--- src/common/ohb_pkg.sv ---
// Shared constants, types and helpers of the display host port.
`default_nettype none
package ohb_pkg;
	// ****************************************
	// Timing
	// ****************************************
	localparam int CLK_PERIOD_NS = 20;
	localparam int RES_LOW_MIN_NS = 3000;
	localparam int RES_LOW_MIN_CYC = (RES_LOW_MIN_NS + CLK_PERIOD_NS - 1) / CLK_PERIOD_NS;

	// ****************************************
	// Widths and pin positions
	// ****************************************
	localparam int DATA_W = 8;
	localparam int WORD_W = 9;
	localparam int SYNC_W = 15;
	localparam int SY_DATA_LO = 0;
	localparam int SY_EN_RD = 8;
	localparam int SY_RW_WR = 9;
	localparam int SY_DC = 10;
	localparam int SY_CS_N = 11;
	localparam int SY_BS_LO = 12;
	localparam int SY_BS_HI = 13;
	localparam int SY_RES_N = 14;
	// Pins idle high, but the reset pin reads low so init holds until its real level arrives
	localparam logic [SYNC_W-1:0] SYNC_RESET = 15'h3fff;
	localparam int SPI_CLK_BIT = 0;
	localparam int SPI_DAT_BIT = 1;
	localparam int I2C_SCL_BIT = 0;
	localparam int I2C_SDA_IN_BIT = 1;
	localparam logic [7:0] I2C_SDA_OUT_MASK = 8'h04;
	localparam logic [7:0] BUS_ALL = 8'hff;
	localparam logic [7:0] BUS_NONE = 8'h00;
	localparam logic [3:0] BITS_PER_BYTE = 4'h8;
	localparam logic [2:0] SPI_LAST_BIT = 3'h7;
	localparam int I2C_CO_BIT = 7;
	localparam int I2C_DC_BIT = 6;
	localparam logic [6:0] I2C_ADDR_DEFAULT = 7'h2a;

	// ****************************************
	// Modes and states
	// ****************************************
	// Straps as {bus_select_hi, bus_select_lo}
	localparam logic [1:0] STRAP_EPAR = 2'h2;
	localparam logic [1:0] STRAP_SPAR = 2'h3;
	localparam logic [1:0] STRAP_SPI = 2'h0;
	localparam logic [1:0] STRAP_I2C = 2'h1;

	typedef enum logic [3:0] {
		OHB_MODE_EPAR = 4'h1,
		OHB_MODE_SPAR = 4'h2,
		OHB_MODE_SPI = 4'h4,
		OHB_MODE_I2C = 4'h8
	} ohb_mode_e;

	typedef enum logic [3:0] {
		OHB_I2C_IDLE = 4'h1,
		OHB_I2C_ADDR = 4'h2,
		OHB_I2C_CTRL = 4'h4,
		OHB_I2C_DATA = 4'h8
	} ohb_i2c_e;

	function automatic ohb_mode_e ohb_strap_decode(input logic [1:0] straps);
		case (straps)
			STRAP_EPAR: ohb_strap_decode = OHB_MODE_EPAR;
			STRAP_SPAR: ohb_strap_decode = OHB_MODE_SPAR;
			STRAP_I2C: ohb_strap_decode = OHB_MODE_I2C;
			default: ohb_strap_decode = OHB_MODE_SPI;
		endcase
	endfunction : ohb_strap_decode
endpackage : ohb_pkg
`default_nettype wire

--- src/hw/ohb_skid_buf.sv ---
// Two-entry buffer with valid and ready on both sides, registered outputs.
`default_nettype none
module ohb_skid_buf #(
	parameter int W = ohb_pkg::WORD_W
) (
	// Clock and reset
	input wire logic clock,
	input wire logic rst,
	// Filling side
	input wire logic in_valid,
	output logic in_ready,
	input wire logic [W-1:0] in_word,
	// Draining side
	output logic out_valid,
	input wire logic out_ready,
	output logic [W-1:0] out_word
);
	import ohb_pkg::*;

	logic [W-1:0] main_q;
	logic [W-1:0] spare_q;
	logic main_v_q;
	logic spare_v_q;
	logic pop;
	logic push;

	assign pop = main_v_q & out_ready;
	assign push = in_valid & ~spare_v_q;
	assign in_ready = ~spare_v_q;
	assign out_valid = main_v_q;
	assign out_word = main_q;

	always_ff @(posedge clock) begin
		if (rst) begin
			main_q <= '0;
			spare_q <= '0;
			main_v_q <= 1'b0;
			spare_v_q <= 1'b0;
		end else if (spare_v_q) begin
			if (pop) begin
				main_q <= spare_q;
				spare_v_q <= 1'b0;
			end
		end else if (push && (!main_v_q || pop)) begin
			main_q <= in_word;
			main_v_q <= 1'b1;
		end else if (push) begin
			spare_q <= in_word;
			spare_v_q <= 1'b1;
		end else if (pop) begin
			main_v_q <= 1'b0;
		end
	end
endmodule : ohb_skid_buf
`default_nettype wire

--- src/hw/ohb_host_if.sv ---
// Host bus port of the display driver: parallel, serial and I2C byte intake.
// Operation
// - Transfers are honoured only while chip-select is low.
// - Reset pin low holds the whole port in initialisation.
// - Qualifier low marks a command byte, high marks display data.
// - Enable-strobe mode: direction high means read, low means write.
// - Enable-strobe mode: transfer starts on enable rising while selected.
// - Separate-strobe mode: write starts when write strobe falls while selected.
// - Separate-strobe mode: read starts when read strobe falls while selected.
// - Parallel modes use an 8-bit bus, device drives only in reads.
// - 4-wire serial: bit 0 is clock, bit 1 data, bit 2 unused.
// - I2C: bits 2 and 1 joined as data out/in, bit 0 clock.
// - Straps select enable, separate, serial or I2C mode.
`default_nettype none
module ohb_host_if #(
	parameter logic [6:0] I2C_ADDR = ohb_pkg::I2C_ADDR_DEFAULT
) (
	// Clock and reset
	input wire logic clock,
	input wire logic rst,
	// Straps and control pins
	input wire logic reset_in_n,
	input wire logic bus_select_lo,
	input wire logic bus_select_hi,
	input wire logic chip_sel_n,
	input wire logic cmd_data_sel,
	input wire logic rw_wr_n,
	input wire logic en_rd_n,
	// Data pins
	input wire logic [7:0] host_data_bus_i,
	output logic [7:0] host_data_bus_o,
	output logic [7:0] host_data_bus_oe,
	// Received bytes
	output logic rx_valid,
	input wire logic rx_ready,
	output logic [7:0] rx_byte,
	output logic rx_is_data,
	// Read return
	input wire logic [7:0] rd_data,
	output logic rd_strobe,
	// Status
	output logic init_active,
	output ohb_pkg::ohb_mode_e host_mode,
	output logic rx_overrun
);
	import ohb_pkg::*;

	// ****************************************
	// Pin synchronisers and edges
	// ****************************************
	logic [SYNC_W-1:0] s1_q;
	logic [SYNC_W-1:0] s2_q;
	logic [SYNC_W-1:0] s3_q;
	logic init;
	logic sel;
	logic [7:0] dat_s;
	logic en_rise, en_fall, wr_fall, wr_rise, rd_fall, rd_rise;
	logic sclk_rise, scl_rise, scl_fall, scl_s, sda_s, sda_rise, sda_fall;

	always_ff @(posedge clock) begin
		if (rst) begin
			s1_q <= SYNC_RESET;
			s2_q <= SYNC_RESET;
			s3_q <= SYNC_RESET;
		end else begin
			s1_q <= {reset_in_n, bus_select_hi, bus_select_lo, chip_sel_n, cmd_data_sel,
				rw_wr_n, en_rd_n, host_data_bus_i};
			s2_q <= s1_q;
			s3_q <= s2_q;
		end
	end

	assign init = rst | ~s2_q[SY_RES_N];
	assign sel = ~s2_q[SY_CS_N];
	assign dat_s = s2_q[SY_DATA_LO +: DATA_W];
	assign en_rise = s2_q[SY_EN_RD] & ~s3_q[SY_EN_RD];
	assign en_fall = ~s2_q[SY_EN_RD] & s3_q[SY_EN_RD];
	assign rd_fall = en_fall;
	assign rd_rise = en_rise;
	assign wr_fall = ~s2_q[SY_RW_WR] & s3_q[SY_RW_WR];
	assign wr_rise = s2_q[SY_RW_WR] & ~s3_q[SY_RW_WR];
	assign sclk_rise = s2_q[SPI_CLK_BIT] & ~s3_q[SPI_CLK_BIT];
	assign scl_s = s2_q[I2C_SCL_BIT];
	assign scl_rise = scl_s & ~s3_q[I2C_SCL_BIT];
	assign scl_fall = ~scl_s & s3_q[I2C_SCL_BIT];
	assign sda_s = s2_q[I2C_SDA_IN_BIT];
	assign sda_rise = sda_s & ~s3_q[I2C_SDA_IN_BIT];
	assign sda_fall = ~sda_s & s3_q[I2C_SDA_IN_BIT];

	// ****************************************
	// Initialisation and mode
	// ****************************************
	ohb_mode_e mode_q;

	always_ff @(posedge clock) begin
		init_active <= init;
		if (init) begin
			mode_q <= ohb_strap_decode({s2_q[SY_BS_HI], s2_q[SY_BS_LO]});
		end
	end
	assign host_mode = mode_q;

	// ****************************************
	// Parallel modes
	// ****************************************
	logic wr_pend_q;
	logic rd_drive_q;
	logic par_push_q;
	logic [WORD_W-1:0] par_word_q;
	logic [7:0] rd_hold_q;

	always_ff @(posedge clock) begin
		par_push_q <= 1'b0;
		rd_strobe <= 1'b0;
		if (init || !sel) begin
			wr_pend_q <= 1'b0;
			rd_drive_q <= 1'b0;
			if (init) begin
				par_word_q <= '0;
				rd_hold_q <= '0;
			end
		end else if (mode_q == OHB_MODE_EPAR) begin
			if (en_rise) begin
				if (s2_q[SY_RW_WR]) begin
					rd_drive_q <= 1'b1;
					rd_hold_q <= rd_data;
					rd_strobe <= 1'b1;
				end else begin
					wr_pend_q <= 1'b1;
				end
			end else if (en_fall) begin
				rd_drive_q <= 1'b0;
				if (wr_pend_q) begin
					wr_pend_q <= 1'b0;
					par_push_q <= 1'b1;
					par_word_q <= {s2_q[SY_DC], dat_s};
				end
			end
		end else if (mode_q == OHB_MODE_SPAR) begin
			if (wr_fall) begin
				wr_pend_q <= 1'b1;
			end else if (wr_rise && wr_pend_q) begin
				wr_pend_q <= 1'b0;
				par_push_q <= 1'b1;
				par_word_q <= {s2_q[SY_DC], dat_s};
			end
			if (rd_fall) begin
				rd_drive_q <= 1'b1;
				rd_hold_q <= rd_data;
				rd_strobe <= 1'b1;
			end else if (rd_rise) begin
				rd_drive_q <= 1'b0;
			end
		end
	end

	// ****************************************
	// 4-wire serial mode
	// ****************************************
	logic [2:0] spi_cnt_q;
	logic [6:0] spi_sh_q;
	logic spi_push_q;
	logic [WORD_W-1:0] spi_word_q;

	always_ff @(posedge clock) begin
		spi_push_q <= 1'b0;
		if (init) begin
			spi_cnt_q <= '0;
			spi_sh_q <= '0;
			spi_word_q <= '0;
		end else if (!sel || mode_q != OHB_MODE_SPI) begin
			spi_cnt_q <= '0;
		end else if (sclk_rise) begin
			spi_sh_q <= {spi_sh_q[5:0], s2_q[SPI_DAT_BIT]};
			spi_cnt_q <= spi_cnt_q + 3'h1;
			if (spi_cnt_q == SPI_LAST_BIT) begin
				spi_push_q <= 1'b1;
				spi_word_q <= {s2_q[SY_DC], spi_sh_q, s2_q[SPI_DAT_BIT]};
			end
		end
	end

	// ****************************************
	// I2C mode
	// ****************************************
	ohb_i2c_e i2c_st_q;
	logic [3:0] i2c_cnt_q;
	logic [7:0] i2c_sh_q;
	logic i2c_ack_q;
	logic i2c_co_q;
	logic i2c_dc_q;
	logic i2c_push_q;
	logic [WORD_W-1:0] i2c_word_q;
	logic buf_ready;

	always_ff @(posedge clock) begin
		i2c_push_q <= 1'b0;
		if (init || mode_q != OHB_MODE_I2C || !sel) begin
			i2c_st_q <= OHB_I2C_IDLE;
			i2c_cnt_q <= '0;
			i2c_ack_q <= 1'b0;
			if (init) begin
				i2c_sh_q <= '0;
				i2c_co_q <= 1'b0;
				i2c_dc_q <= 1'b0;
				i2c_word_q <= '0;
			end
		end else if (scl_s && sda_fall) begin
			i2c_st_q <= OHB_I2C_ADDR;
			i2c_cnt_q <= '0;
			i2c_ack_q <= 1'b0;
		end else if (scl_s && sda_rise) begin
			i2c_st_q <= OHB_I2C_IDLE;
			i2c_ack_q <= 1'b0;
		end else if (i2c_st_q != OHB_I2C_IDLE) begin
			if (scl_rise && !i2c_ack_q) begin
				i2c_sh_q <= {i2c_sh_q[6:0], sda_s};
				i2c_cnt_q <= i2c_cnt_q + 4'h1;
			end else if (scl_fall && i2c_ack_q) begin
				i2c_ack_q <= 1'b0;
			end else if (scl_fall && i2c_cnt_q == BITS_PER_BYTE) begin
				i2c_cnt_q <= '0;
				case (i2c_st_q)
					OHB_I2C_ADDR: begin
						if (i2c_sh_q[7:1] == I2C_ADDR && !i2c_sh_q[0]) begin
							i2c_ack_q <= 1'b1;
							i2c_st_q <= OHB_I2C_CTRL;
						end else begin
							i2c_st_q <= OHB_I2C_IDLE;
						end
					end
					OHB_I2C_CTRL: begin
						i2c_co_q <= i2c_sh_q[I2C_CO_BIT];
						i2c_dc_q <= i2c_sh_q[I2C_DC_BIT];
						i2c_ack_q <= 1'b1;
						i2c_st_q <= OHB_I2C_DATA;
					end
					OHB_I2C_DATA: begin
						i2c_push_q <= buf_ready;
						i2c_word_q <= {i2c_dc_q, i2c_sh_q};
						i2c_ack_q <= buf_ready;
						i2c_st_q <= !buf_ready ? OHB_I2C_IDLE :
							(i2c_co_q ? OHB_I2C_CTRL : OHB_I2C_DATA);
					end
					default: i2c_st_q <= OHB_I2C_IDLE;
				endcase
			end
		end
	end

	// ****************************************
	// Pad drive
	// ****************************************
	always_ff @(posedge clock) begin
		if (init) begin
			host_data_bus_o <= BUS_NONE;
			host_data_bus_oe <= BUS_NONE;
		end else if (rd_drive_q) begin
			host_data_bus_o <= rd_hold_q;
			host_data_bus_oe <= BUS_ALL;
		end else if (i2c_ack_q) begin
			host_data_bus_o <= BUS_NONE;
			host_data_bus_oe <= I2C_SDA_OUT_MASK;
		end else begin
			host_data_bus_o <= BUS_NONE;
			host_data_bus_oe <= BUS_NONE;
		end
	end

	// ****************************************
	// Byte buffer
	// ****************************************
	logic buf_in_valid;
	logic [WORD_W-1:0] buf_in_word;
	logic [WORD_W-1:0] buf_out_word;

	assign buf_in_valid = par_push_q | spi_push_q | i2c_push_q;
	assign buf_in_word = par_push_q ? par_word_q : (spi_push_q ? spi_word_q : i2c_word_q);

	always_ff @(posedge clock) begin
		if (init) begin
			rx_overrun <= 1'b0;
		end else if (buf_in_valid && !buf_ready) begin
			rx_overrun <= 1'b1;
		end
	end

	ohb_skid_buf #(.W(WORD_W)) u_buf (
		.clock(clock),
		.rst(init),
		.in_valid(buf_in_valid),
		.in_ready(buf_ready),
		.in_word(buf_in_word),
		.out_valid(rx_valid),
		.out_ready(rx_ready),
		.out_word(buf_out_word)
	);
	assign rx_byte = buf_out_word[DATA_W-1:0];
	assign rx_is_data = buf_out_word[DATA_W];
endmodule : ohb_host_if
`default_nettype wire

--- config.mk ---
export PLATFORM = sky130hd
export DESIGN_NAME = ohb_host_if
export DESIGN_NICKNAME = d
export VERILOG_FILES = /design/src/common/ohb_pkg.sv /design/src/hw/ohb_skid_buf.sv /design/src/hw/ohb_host_if.sv
export SDC_FILE = /design/constraint.sdc
export NUM_CORES = 1
export LEC_CHECK = 0
export BUFFER_PORTS_ARGS = -buffer_cell sky130_fd_sc_hd__buf_2
export CAP_MARGIN = 20
export CELL_PAD_IN_SITES_DETAIL_PLACEMENT = 0
export CELL_PAD_IN_SITES_GLOBAL_PLACEMENT = 1
export CORE_MARGIN = 2
export CORE_UTILIZATION = 50
export DETAILED_ROUTE_END_ITERATION = 7
export GPL_TIMING_DRIVEN = 0
export PLACE_DENSITY = 0.91
export SLEW_MARGIN = 40
export SYNTH_ARGS = -nofsm -noshare
export SYNTH_HDL_FRONTEND = slang
export SYNTH_SLANG_ARGS = --single-unit
--- constraint.sdc ---
create_clock -name clock -period 3.7 [get_ports clock]
set_input_delay 0.185 -clock clock [delete_from_list [all_inputs] [get_ports clock]]
set_output_delay 0.185 -clock clock [all_outputs]
set_load 0.01 [all_outputs]
# Word-level counts from Yosys, hierarchy flattened
# Cells that the tools add are included.
totals:
  register_bits: 152
  latchBits: 0
  mem_bits_rw: 0
  rom_bits: 0
  input_bits: 26
  elab_cells: 262
  mem_count: 0
op_classes:
  add_sub_neg: 2
  multipliers: 0
  div_mod_pow: 0
  order_cmp: 0
  n_eq_ne: 36
  shift: 0
  mux: 104
  n_bitwise: 33
  n_reduce_logical: 56
op_table:
  columns: ["operator", "n"]
  rows:
  - ["9-bit 2-to-1 mux", 22]
  - ["8-bit 2-to-1 mux", 13]
  - ["1-bit 2-to-1 mux", 53]
  - ["3-bit != test (second input constant)", 12]
  - ["4-bit one-hot mux with 3 select lines", 2]
  - ["4-bit 2-to-1 mux", 5]
  - ["1-bit inverter", 20]
  - ["4-bit AND reduction", 5]
  - ["2-bit nonzero test", 10]
  - ["2-bit != test (second input constant)", 9]
  - ["3-bit nonzero test", 6]
  - ["8-bit AND reduction", 2]
  - ["5-bit AND reduction", 3]
  - ["2-bit 2-to-1 mux", 6]
  - ["1-bit AND", 10]
  - ["1-bit logical AND", 9]
  - ["3-bit AND reduction", 3]
  - ["4-bit by 2-bit equality test with 1-bit output (second input constant)", 2]
  - ["4-bit equality test (second input constant)", 2]
  - ["8-bit OR reduction", 1]
  - ["7-bit by 6-bit equality test with 1-bit output (second input constant)", 1]
  - ["7-bit AND reduction", 1]
  - ["3-bit 2-to-1 mux", 2]
  - ["2-bit OR reduction", 3]
  - ["18 further kinds", 29]

# Depth between registers and ports, before layout
# Gate-level depths: netlist of run 1.
depth:
  word_depth: 10
  depth_mapped: 7
  mapped_depth_nobuf: 6

# Hierarchy
# A second synthesis of run 1 with hierarchy kept.
hier_totals:
  cells_unflattened: 516
  hier_area_um2: 5516.5
by_module_without_submodules:
  columns: ["mod", "n_inst", "cells_each", "area_each_um2"]
  rows:
  - ["ohb_host_if", 1, 422, 4621.9]
  - ["ohb_skid_buf", 1, 94, 894.6]

# Worst setup path after synthesis of run 1
# No wires, ideal clock.
synth_timing:
  path_kind: "register to register"
  startpoint: "register mode_q[1], in the netlist host_mode[1]"
  endpoint: "register par_word_q[0], enable pin"
  setup_ns: 0.387
  arrival_time_ns: 2.096
  t_required_ns: 3.313
  slack_ns: 1.217
  path_stages_with_launch: 5
  path_buffers: 0
  period_less_slack_ns: 2.483
  path_cell_list: "edfxtp_1 -> or4b_4 -> nor3b_1 -> o21ai_0 -> o21ai_0"
synth_between:
  elab_chain_cells: 3
  elab_cells_between_ends: 9
  classes_between: "6 x eq/ne; 3 x reduce/logical"
synth_lines:
  columns: ["item", "line", "source"]
  rows:
  - ["start, declared", "ohb_host_if.sv:93", "ohb_mode_e mode_q;"]
  - ["start signal, assigned", "ohb_host_if.sv:98", "mode_q <= ohb_strap_decode({s2_q[SY_BS_HI], s2_q[SY_BS_LO]});"]
  - ["4-bit by 1-bit equality test with 1-bit output or 4-bit by 2-bit equality test with 1-bit output (tied branches)", "ohb_host_if.sv:122, ohb_host_if.sv:139", null]
  - ["3-bit != test (no source line) (tied with other cells)", null, null]
  - ["7-bit AND reduction (no source line) (*)", null, null]
  - ["end signal, assigned", "ohb_host_if.sv:136", "par_word_q <= {s2_q[SY_DC], dat_s};"]
  - ["end signal, assigned", "ohb_host_if.sv:145", "par_word_q <= {s2_q[SY_DC], dat_s};"]
  - ["end, declared", "ohb_host_if.sv:109", "logic [WORD_W-1:0] par_word_q;"]
# Mark *: on every way between the ends. The rest lies on a longest branch, timed or not.
# A chain may end at the register's enable or synchronous reset.

# Worst setup path in the final report of run 1
layout_timing:
  startpoint: "register mode_q[0], in the netlist host_mode[0]"
  endpoint: "register i2c_sh_q[7], enable pin"
layout_between:
  elab_chain_cells: 5
  elab_cells_between_ends: 9
  classes_between: "4 x eq/ne; 5 x reduce/logical"
layout_lines:
  columns: ["item", "line", "source"]
  rows:
  - ["4-bit != test (*)", "ohb_host_if.sv:198", "if (init || mode_q != OHB_MODE_I2C || !sel) begin"]
  - ["1-bit logical OR (*) (2 in series)", "ohb_host_if.sv:198", null]
  - ["2-bit != test (no source line) or 2-bit nonzero test (tied branches)", null, null]
  - ["5-bit AND reduction (no source line) (*)", null, null]
  - ["end signal, assigned", "ohb_host_if.sv:217", "i2c_sh_q <= {i2c_sh_q[6:0], sda_s};"]
  - ["end, declared", "ohb_host_if.sv:188", "logic [7:0] i2c_sh_q;"]
# Marks and branches as above.

==> results of run 1 <==
-- cell type report --
cell class | instances | area [µm²]
Buffer | 30 | 146
Multi-Input combinational cell | 314 | 2100
Clock buffer | 19 | 422
Clock inverter | 13 | 164
Tap cell | 140 | 175
Inverter | 10 | 37.5
Timing Repair Buffer | 86 | 571
Fill cell | 829 | 3970
Sequential cell | 140 | 3200
-- logic make-up (layout without fill, tap and decap cells) --
family / Yosys count / in the layout
and+or+nand+nor: 187 / 187
DFF: 140 / 140
AOI/OAI and AO/OA: 74 / 74
muxes: 43 / 43
buffers and inverters: 40 / 158
adders and majority gates: 6 / 6
xor gates and xnor gates: 4 / 4
-- synthesized netlist by cell type (2+ instances only) --
cell type,count
nand3_1,8
nor2_1,35
o31ai_1,3
xor2_1,3
a21oi_1,27
or4b_4,2
nor4_1,2
and3_1,18
nand2_1,25
nand3b_1,5
nor4b_1,5
or4_1,2
o21a_1,2
a211oi_1,10
o21ai_2,2
dfxtp_1,100
ha_1,6
nor3b_1,3
nor2b_1,7
buf_2,6
inv_1,10
nor3_1,2
or3_1,2
o21ai_0,16
and2_1,22
o211ai_1,2
mux2i_1,43
clkbuf_1,17
nand2b_1,6
buf_4,7
or2_2,32
edfxtp_1,40
a211o_1,2
-- registers in the layout (all words and copies together), names as in the netlist, 8 cells and up --
signal,count
u_buf.spare_q,9
par_word_q,9
i2c_sh_q,8
s1_q,15
u_buf.out_word,9
host_data_bus_o,8
rd_hold_q,8
s2_q,15
spi_word_q,9
i2c_word_q,9
-- final timing paths --
kind	slack [ps]	to	cells past startpoint
max	1100	i2c_sh_q[7]	4
min reg2reg	410	s2_q[9]	1
max reg2reg	1100	i2c_sh_q[7]	4
min	390	s1_q[0]	3
-- where the power goes --
group	internal [mW]	switching (mW)	total [mW]
Combinational	0.0559	0.0477	0.104
Sequential	1.60	0.0155	1.62
Clock	1.03	0.640	1.67
Total	2.69	0.704	3.39
-- per-stage QoR --
step / utilization [%] / total power [mW] / std cells / area, µm²
3_3_place_gp: 55.1 / 1.73 / 692 / 5950
5_1_grt: 63.2 / 3.49 / 752 / 6820
6_report: 63.2 / 3.39 / 752 / 6820
2_1_floorplan: - / 1.69 / 494 / 5480
4_1_cts: 63.1 / 3.41 / 752 / 6820
3_5_place_dp: 55.1 / 1.73 / 692 / 5950
-- placed cells by master, fill, tap and decap left out, types with 3 or more instances in the layout --
cell           count
and3_1            18
bufinv_16          3
xor2_1             3
buf_4              7
clkbuf_1          19
nor4b_1            5
nand3b_1           5
ha_1               6
a21oi_1           26
o31ai_1            3
nand2_1           25
nor2_1            35
nand2b_1           6
dfxtp_1          100
nor3b_1            3
clkbuf_16         16
inv_4              3
o21ai_0           15
a211oi_1          10
or2_2             32
dlygate4sd3_1     28
buf_2             64
edfxtp_1          40
nor2b_1            7
and2_1            22
nand3_1            8
mux2i_1           43
inv_1             10
-- timing repair --
action                    4_1_cts  5_1_grt
hold buffers                   28        0
hold endpoints to repair       25        0
gates resized for setup         0        0
-- layer usage --
metal,global-route usage (%),up-vias,part of all wire (%)
met5,0,-,0
met4,7.60,0,2.0
met3,5.02,19,3.5
met2,32.4,75,49
met1,24.5,1817,45
li1,-,1949,-
-- critical path, cell delays in order (launching register included) --
cell and delay, ps:
edfxtp_1 500, nor4b_1 720, nand2_1 110, o31a_1 310
a21oi_1 600
==> run_results.csv, run 1 <==
group,metric,value,unit
floorplan,initial_core_util,50.8,%
route,vias,3860,
synthesis,synthXorXnorAreaFrac,0.639,%
clock_tree,post_cts_buffers,0,
synthesis,muxShareOfSynthArea,7.85,%
status,status,"finished, final reports clean",
floorplan,coreArea,0.0108,mm²
sta,rsz0062_at_grt,"false",
sta,relSlewSlack,49.2,%
min_path,hp-class,"in -> reg",
sta,finalMaxSlewViolations,0,
clock_tree,clock_latency,510,ps
clock_tree,clkSinkCount,140,
global_route,grt_pass1_vias,3705,
setup_path,r2r-start,"host_mode[0]",
clock_tree,cts_tree,"yes",
clock_tree,cts-htree-levels,4,
floorplan,dieArea,0.0118,mm²
sta,fin_ws,1100,ps
place,hpwl,7460,µm
floorplan,rows,38,
clock_tree,clockBufferDepth,2,
synthesis,seq_area_frac_synth,58.4,%
clock_tree,clk_pin_slew,60,ps
synthesis,yosys_most_used_dff,"dfxtp_1",
synthesis,synth.top_cell.area_share,36.5,%
setup_path,cp-start-kind,"register",
setup_path,worst_ep_required_time,3840,ps
power_and_ir_drop,ir_worst_vdd,0.000360,V
synthesis,synth.avg_cell_area,11.1,µm²
power_and_ir_drop,power_density,498,mW/mm²
synthesis,syn_area,0.00548,mm²
synthesis,synth_edf_count,40,
route,viasPerCell,5.13,
synthesis,yosys.cell_types.count,55,
synthesis,yosysWarnings,0,
setup_path,cp-end-kind,"register",
route,ant_nets,0,
sta,period_minus_slack,2600,ps
sta,fmax,384,MHz
synthesis,syn-num-nets,526,
sta,holdWs,394,ps
finish,n_antenna_cell,0,
global_route,grt_pass1_wl,17600,µm
floorplan,fp.dieH,109,µm
synthesis,synthSimpleGateAreaFrac,19.8,%
clock_tree,ctsRootBufferMaster,"clkbuf_8",
synthesis,synthArstFlopShare,0,%
route,firstDrtPassIters,4,
floorplan,die_w,109,µm
route,route.detailed.drc,0,
global_route,grt-ovfl-total,0,
route,wl_per_cell,14.4,µm
sta,tightest_slew,752,ps
place,io_buffer_count,58,
min_path,min_from,"host_data_bus_i[0]",
synthesis,yosys.area_share.adder,1.37,%
finish,drive_above_1_share,23.4,%
route,wirelength,10800,µm
setup_path,startpoint,"host_mode[0]",
sta,fin_setup_tns,0,ps
synthesis,syn_inst,494,
sta,finalSetupViolations,0,
setup_path,critical_path_class,"reg -> reg",
clock_tree,cts_buffers,17,
setup_path,crit_fanout,8,
global_route,antenna_found_initial,0,
place,pre_cts_slack,1040,ps
floorplan,pin_count,59,
job,cap_viol_max_count,0,
global_route,grt_max_degree,17,
power_and_ir_drop,leakage,2.78,nW
synthesis,synth_top_family_by_area,"simple AND/OR/NAND/NOR gates",
place,gp_congestion,0.834,
synthesis,synth_area_leaders,"dfxtp_1 37%, edfxtp_1 22%, mux2i_1 7.8%, or2_2 3.7%, and2_1 2.5%",
synthesis,synth_top_area_cell,"dfxtp_1",
finish,syn_to_final_growth,24.3,%
sta,finalClockSkew,8.46,ps
route,drtIter0Drc,174,
sta,hold_viol,0,
global_route,track_usage,19.5,%
sta,finalCritPeriodShare,70.3,%
synthesis,synth_compound_area_share,8.56,%
setup_path,cp.arrival,2740,ps
finish,fin_nets,631,
synthesis,ys_ff_latch,140,
(Power assumes the default switching activity.)
==> run 2: changes to the inputs <==
CORE_UTILIZATION = 46   (was 50)
PLACE_DENSITY = 0.85   (was 0.91)
clock period = 2.49 ns   (was 3.7 ns; I/O delays follow)
==> run 2 against run 1 <==
  * The run now ends with DRC left
  * Clock skew up 3.5 ps
  * Power up 51%
  * Core utilization down 4.0 points
  * Final cell count down 0.13%
  * First-iteration DRC count up 56%
  * Design area about the same
  * Clock power up 53%
  * Sequential share of layout area about the same
  * Via count up 0.10%
  * Sequential power up 48%
  * Global-route usage down 0.94 points
  * Die area up 8.4%
  * Critical path type unchanged
  * Largest cell class unchanged
  * Largest power group unchanged
==> run_results.csv, run 2 (synthesis results as in run 1) <==
group,metric,value,unit
status,status,"finished, violations left",
status,violations,"DRC",
global_route,antenna_found_initial,0,
finish,fill_cells,948,
floorplan,fp.dieH,113,µm
floorplan,dieArea,0.0128,mm²
route,drtIter0Drc,271,
global_route,grt_pass1_vias,3854,
clock_tree,cts_buffers,17,
sta,fmax,434,MHz
route,firstDrtPassIters,6,
place,dpl.cell_count,695,
power_and_ir_drop,comb_power_share,2.9,%
sta,hold_viol,0,
clock_tree,clk_pin_slew,60,ps
global_route,grt_max_degree,17,
power_and_ir_drop,clockPowerShare,50.0,%
route,vias,3864,
sta,tightest_slew,749,ps
sta,finalMaxSlewViolations,0,
min_path,hp-class,"in -> reg",
finish,syn_to_final_growth,24.4,%
sta,rsz0062_at_grt,"false",
place,io_buffer_count,58,
finish,drive_above_1_share,24.3,%
clock_tree,post_cts_buffers,0,
setup_path,slowest_stage,"nor4b_1",
power_and_ir_drop,power_density,749,mW/mm²
place,gp_congestion,0.799,
floorplan,initial_core_util,47.6,%
sta,fin_setup_tns,0,ps
setup_path,cp.arrival,2390,ps
place,place_area,0.00595,mm²
power_and_ir_drop,leakage,2.78,nW
clock_tree,clock_latency,420,ps
clock_tree,cts-htree-levels,4,
route,viasPerCell,5.15,
setup_path,worst_ep_required_time,2570,ps
job,cap_viol_max_count,0,
clock_tree,cts_tree,"yes",
route,wl_per_cell,14.7,µm
route,route.detailed.drc,3,
sta,period_minus_slack,2300,ps
finish,n_antenna_cell,0,
power_and_ir_drop,p_seq_share,47.1,%
setup_path,cp-end-kind,"register",
sta,holdWs,0.823,ps
sta,relSlewSlack,50.0,%
power_and_ir_drop,sw_frac_of_total,20.7,%
global_route,track_usage,18.6,%
setup_path,crit_buf_inv,0,
sta,finalClockSkew,12.0,ps
clock_tree,clockBufferDepth,2,
global_route,grt-ovfl-total,0,
setup_path,crit_fanout,8,
finish,fin_nets,627,
setup_path,critPathMaxStageDelay,660,ps
finish,layout_commonest_cell,"dfxtp_1",
route,ant_nets,0,
sta,finalCritPeriodShare,92.5,%
power_and_ir_drop,intPower,4.05,mW
floorplan,coreArea,0.0115,mm²
finish,fin_area,0.00682,mm²
global_route,grt_pass1_wl,18600,µm
route,wirelength,11100,µm
place,hpwl,7650,µm
setup_path,crit_family,"simple AND/OR/NAND/NOR gates",
sta,fin_ws,186,ps
power_and_ir_drop,ir_worst_vdd,0.000574,V
power_and_ir_drop,p_sw,1.06,mW
clock_tree,ctsRootBufferMaster,"clkbuf_16",
floorplan,pin_count,59,
setup_path,worstPathCellList,"nor4b_1, nand3_1, a211o_1, nand2_1",
setup_path,cp-start-kind,"register",
floorplan,rows,39,
finish,reg_top3,"s1_q (15), s2_q (15)",
power_and_ir_drop,power.total,5.11,mW
sta,finalSetupViolations,0,
finish,fin_util,59.2,%
clock_tree,clkSinkCount,140,
finish,final_cells,751,
finish,layout_common_cells,"100 x dfxtp_1, 64 x buf_2, 43 x mux2i_1, 40 x edfxtp_1, 35 x nor2_1",
floorplan,die_w,113,µm
setup_path,critical_path_class,"reg -> reg",
place,pre_cts_slack,-186,ps
-- run 2: timing repair --
action	in CTS	in global routing
endpoints found under the hold margin	23	0
gates resized for setup	2	1
setup endpoints to repair	17	9
pin swaps	0	0
hold buffers	24	0
-- run 2: power groups by stage --
stage                     Sequential, mW  Combinational [mW]  Clock, mW
after floorplan                     2.45              0.0717          0
after global placement              2.45               0.116          0
after detailed placement            2.45               0.119          0
after CTS                           2.40               0.148       2.57
after global routing                2.41               0.166       2.69
final                               2.40               0.149       2.56
-- run 2: routing by layer --
layer	part of all wire [%]	up-vias	global-route usage [%]
met3	3.5	9	4.45
li1	-	1937	-
met2	51	81	31.5
met1	45	1837	22.8
met4	0.87	0	7.72
met5	0	-	0
-- run 2: layout make-up --
type                    instances  area, µm²  share of cell area, %
plain buffers                  30        146                   2.15
clock inverters                12        131                   1.93
flip-flops and latches        140       3200                   47.0
multi-input cells             314       2110                   31.0
well taps                     143        179                   2.62
inverters                      10       37.5                  0.550
repair buffers                 82        531                   7.78
clock buffers                  20        478                   7.01
-- run 2: worst paths after layout --
check	depth (start not counted)	slack [ps]	to	start
worst min register to register	1	410	s2_q[5]	s1_q[5]
worst max-delay path	4	190	rd_hold_q[6]	host_mode[1]
worst min-delay path	2	0.8	rd_hold_q[0]	rd_data[0]
worst max register to register	4	190	rd_hold_q[6]	host_mode[1]
-- run 2: worst register-to-register path, cell delays in order, from the launching register on --
cell and delay [ps]:
edfxtp_1 510, nor4b_1 660, nand3_1 190, a211o_1 330, nand2_1 280
==> run 3: changes to the inputs <==
PLACE_DENSITY = 0.86   (was 0.85)
SYNTH_HIERARCHICAL = 1   (was unset)
==> run 3 against run 2 <==
  * Area after synthesis up 0.59%
  * Global-route usage decreased by 0.15 points
  * Wire length is 1.5% higher
  * Combinational power down 4%
  * Clock-buffer cell count is 3 higher
  * Die area rose by 0.58%
  * Clock skew barely moved
  * Register-to-register slack better by 30 ps
  * Sequential share of layout area grew 0.31 points
  * Core utilization decreased by 0.64 points
  * Non-clock buffer count decreased by 1
  * Clock power shrank 5%
  * Highest routed layer unchanged
  * The run now ends clean
==> run_results.csv, run 3 <==
group,metric,value,unit
finish,drive_above_1_share,24.7,%
floorplan,rows,39,
synthesis,synth.top_cell.area_share,36.3,%
power_and_ir_drop,power_density,735,mW/mm²
clock_tree,clk_pin_slew,60,ps
floorplan,die_w,114,µm
setup_path,r2r-start,"host_mode[2]",
clock_tree,cts_tree,"yes",
synthesis,yosysMostFrequentCell,"dfxtp_1",
setup_path,worst_ep_required_time,2570,ps
sta,rsz0062_at_grt,"false",
synthesis,seq_area_frac_synth,58.1,%
clock_tree,clock_latency,420,ps
route,ant_nets,0,
synthesis,synth_top_area_cell,"dfxtp_1",
finish,seq_area,0.00320,mm²
floorplan,dieArea,0.0129,mm²
min_path,hp-class,"in -> reg",
finish,syn_to_final_growth,22.8,%
clock_tree,ctsRootBufferMaster,"clkbuf_16",
sta,relSlewSlack,49.5,%
floorplan,fp.dieH,114,µm
setup_path,crit_fanout,9,
synthesis,syn-num-nets,548,
sta,fmax,440,MHz
floorplan,initial_core_util,47.7,%
synthesis,synth.avg_cell_area,10.7,µm²
clock_tree,post_cts_buffers,0,
synthesis,yosys_most_used_dff,"dfxtp_1",
global_route,grt_pass1_vias,3886,
synthesis,synth_area_leaders,"dfxtp_1 36%, edfxtp_1 22%, mux2i_1 5.1%, or2_2 3.7%, nand2_1 3.2%",
finish,layout_common_cells,"100 x dfxtp_1, 63 x buf_2, 47 x nand2_1, 40 x edfxtp_1, 33 x or2_2",
global_route,antenna_found_initial,0,
finish,reg_top3,"s1_q (15), s2_q (15)",
sta,finalCritPeriodShare,91.3,%
sta,period_minus_slack,2270,ps
sta,hold_viol,0,
setup_path,cp.arrival,2360,ps
clock_tree,clkSinkCount,140,
global_route,track_usage,18.4,%
synthesis,syn_inst,516,
finish,fin_area,0.00678,mm²
finish,layout_commonest_cell,"dfxtp_1",
setup_path,reg2reg_slack,220,ps
floorplan,pin_count,59,
route,wirelength,11200,µm
job,cap_viol_max_count,0,
finish,n_antenna_cell,0,
power_and_ir_drop,leakage,2.72,nW
finish,multi_input_area,0.00211,mm²
synthesis,yosysWarnings,6,
route,viasPerCell,5.12,
finish,fin_nets,643,
synthesis,synth_common_cells,"100 x dfxtp_1, 47 x nand2_1, 40 x edfxtp_1",
sta,fin_setup_tns,0,ps
min_path,min_from,"rd_data[1]",
synthesis,syn_area,0.00552,mm²
clock_tree,cts-htree-levels,4,
sta,finalSetupViolations,0,
setup_path,r2r-end,"i2c_word_q[0]",
finish,fin_util,58.6,%
place,gp_congestion,0.785,
clock_tree,clockBufferDepth,2,
synthesis,synth_edf_count,40,
synthesis,ys_ff_latch,140,
route,drtIter0Drc,122,
min_path,worst_hold_path.endpoint,"rd_hold_q[1]",
place,hpwl,7860,µm
synthesis,yosys.cell_types.count,52,
finish,fill_cells,990,
route,wl_per_cell,14.6,µm
sta,tightest_slew,752,ps
setup_path,critical_path_class,"reg -> reg",
place,io_buffer_count,58,
route,firstDrtPassIters,4,
synthesis,synthArstFlopShare,0,%
global_route,grt_max_degree,17,
min_path,holdPathStages,2,
setup_path,cp-start-kind,"register",
power_and_ir_drop,ir_worst_vdd,0.000531,V
status,status,"finished, final reports clean",
sta,finalClockSkew,11.6,ps
route,vias,3926,
clock_tree,cts_buffers,17,
global_route,grt_pass1_wl,18400,µm
sta,finalMaxSlewViolations,0,
place,place_area,0.00599,mm²
route,route.detailed.drc,0,
setup_path,reg2reg_depth,5,
global_route,grt-ovfl-total,0,
setup_path,cp-end-kind,"register",
floorplan,coreArea,0.0116,mm²
[run 3: timing repair]
item,4_1_cts,5_1_grt
resized for setup,2,4
setup endpoints to repair,17,9
hold buffers,18,0
endpoints found under the hold margin,17,0
[run 3: how the worst max path moves through the flow]
stage / cells after the start / to / slack [ps] / from
5_1_grt: 6 / par_word_q[2] / 90 / rst
2_1_floorplan: 5 / i2c_word_q[0] / 110 / host_mode[2]
3_3_place_gp: 4 / i2c_word_q[4] / -60 / host_mode[0]
4_1_cts: 5 / i2c_word_q[0] / 110 / host_mode[2]
3_5_place_dp: 5 / i2c_word_q[1] / -150 / host_mode[2]
6_report: 5 / i2c_word_q[0] / 220 / host_mode[2]
[run 3: cell families after synthesis]
kind of cell	synth area share (%)
AO/OA/AOI/OAI	9.69
AND/OR/NAND/NOR	21.3
XOR/XNOR	0.159
adder cells (fa/ha/maj)	1.36
flip-flops	58.1
multiplexers	5.35
buffers and inverters	4.13
[run 3: where the power goes]
group | total, mW | internal (mW) | switching (mW) | leakage, nW
Sequential | 2.41 | 2.38 | 0.0252 | 1.29
Combinational | 0.143 | 0.0730 | 0.0700 | 1.14
Clock | 2.43 | 1.47 | 0.960 | 0.285
Total | 4.98 | 3.92 | 1.06 | 2.72
[run 3: area by class of cell]
type | instances | area share (%)
Clock buffer | 23 | 7.55
Timing Repair Buffer | 76 | 6.94
Buffer | 35 | 2.73
Sequential cell | 140 | 47.3
Multi-Input combinational cell | 329 | 31.1
Tap cell | 143 | 2.64
Clock inverter | 9 | 1.07
Inverter | 12 | 0.665
[run 3: routing by layer]
| layer | share of wire, % | vias to the layer above | global-route usage (%) |
|---|---|---|---|
| li1 | - | 1999 | - |
| met1 | 43 | 1824 | 20.8 |
| met2 | 51 | 76 | 32.2 |
| met3 | 3.7 | 27 | 4.94 |
| met4 | 2.9 | 0 | 9.35 |
| met5 | 0 | - | 0 |
[run 3: through the flow]
| step | cells | setup WS (ps) | total power [mW] | hold slack (ps) |
|---|---|---|---|---|
| finish | 767 | 217 | 4.98 | 23.9 |
| global route | 767 | 85.3 | 5.13 | 20.3 |
| CTS | 767 | 115 | 5.01 | 13.4 |
| detailed placement | 717 | -153 | 2.57 | 309 |
| global placement | 717 | -60.2 | 2.57 | 306 |
| floorplan | 516 | 108 | 2.52 | 196 |
[run 3: critical path, stage by stage, from the launching register on]
cell and delay (ps):
edfxtp_1 410, clkbuf_1 190, or4b_4 540, nand2b_4 160
o31a_1 330, a21oi_4 310
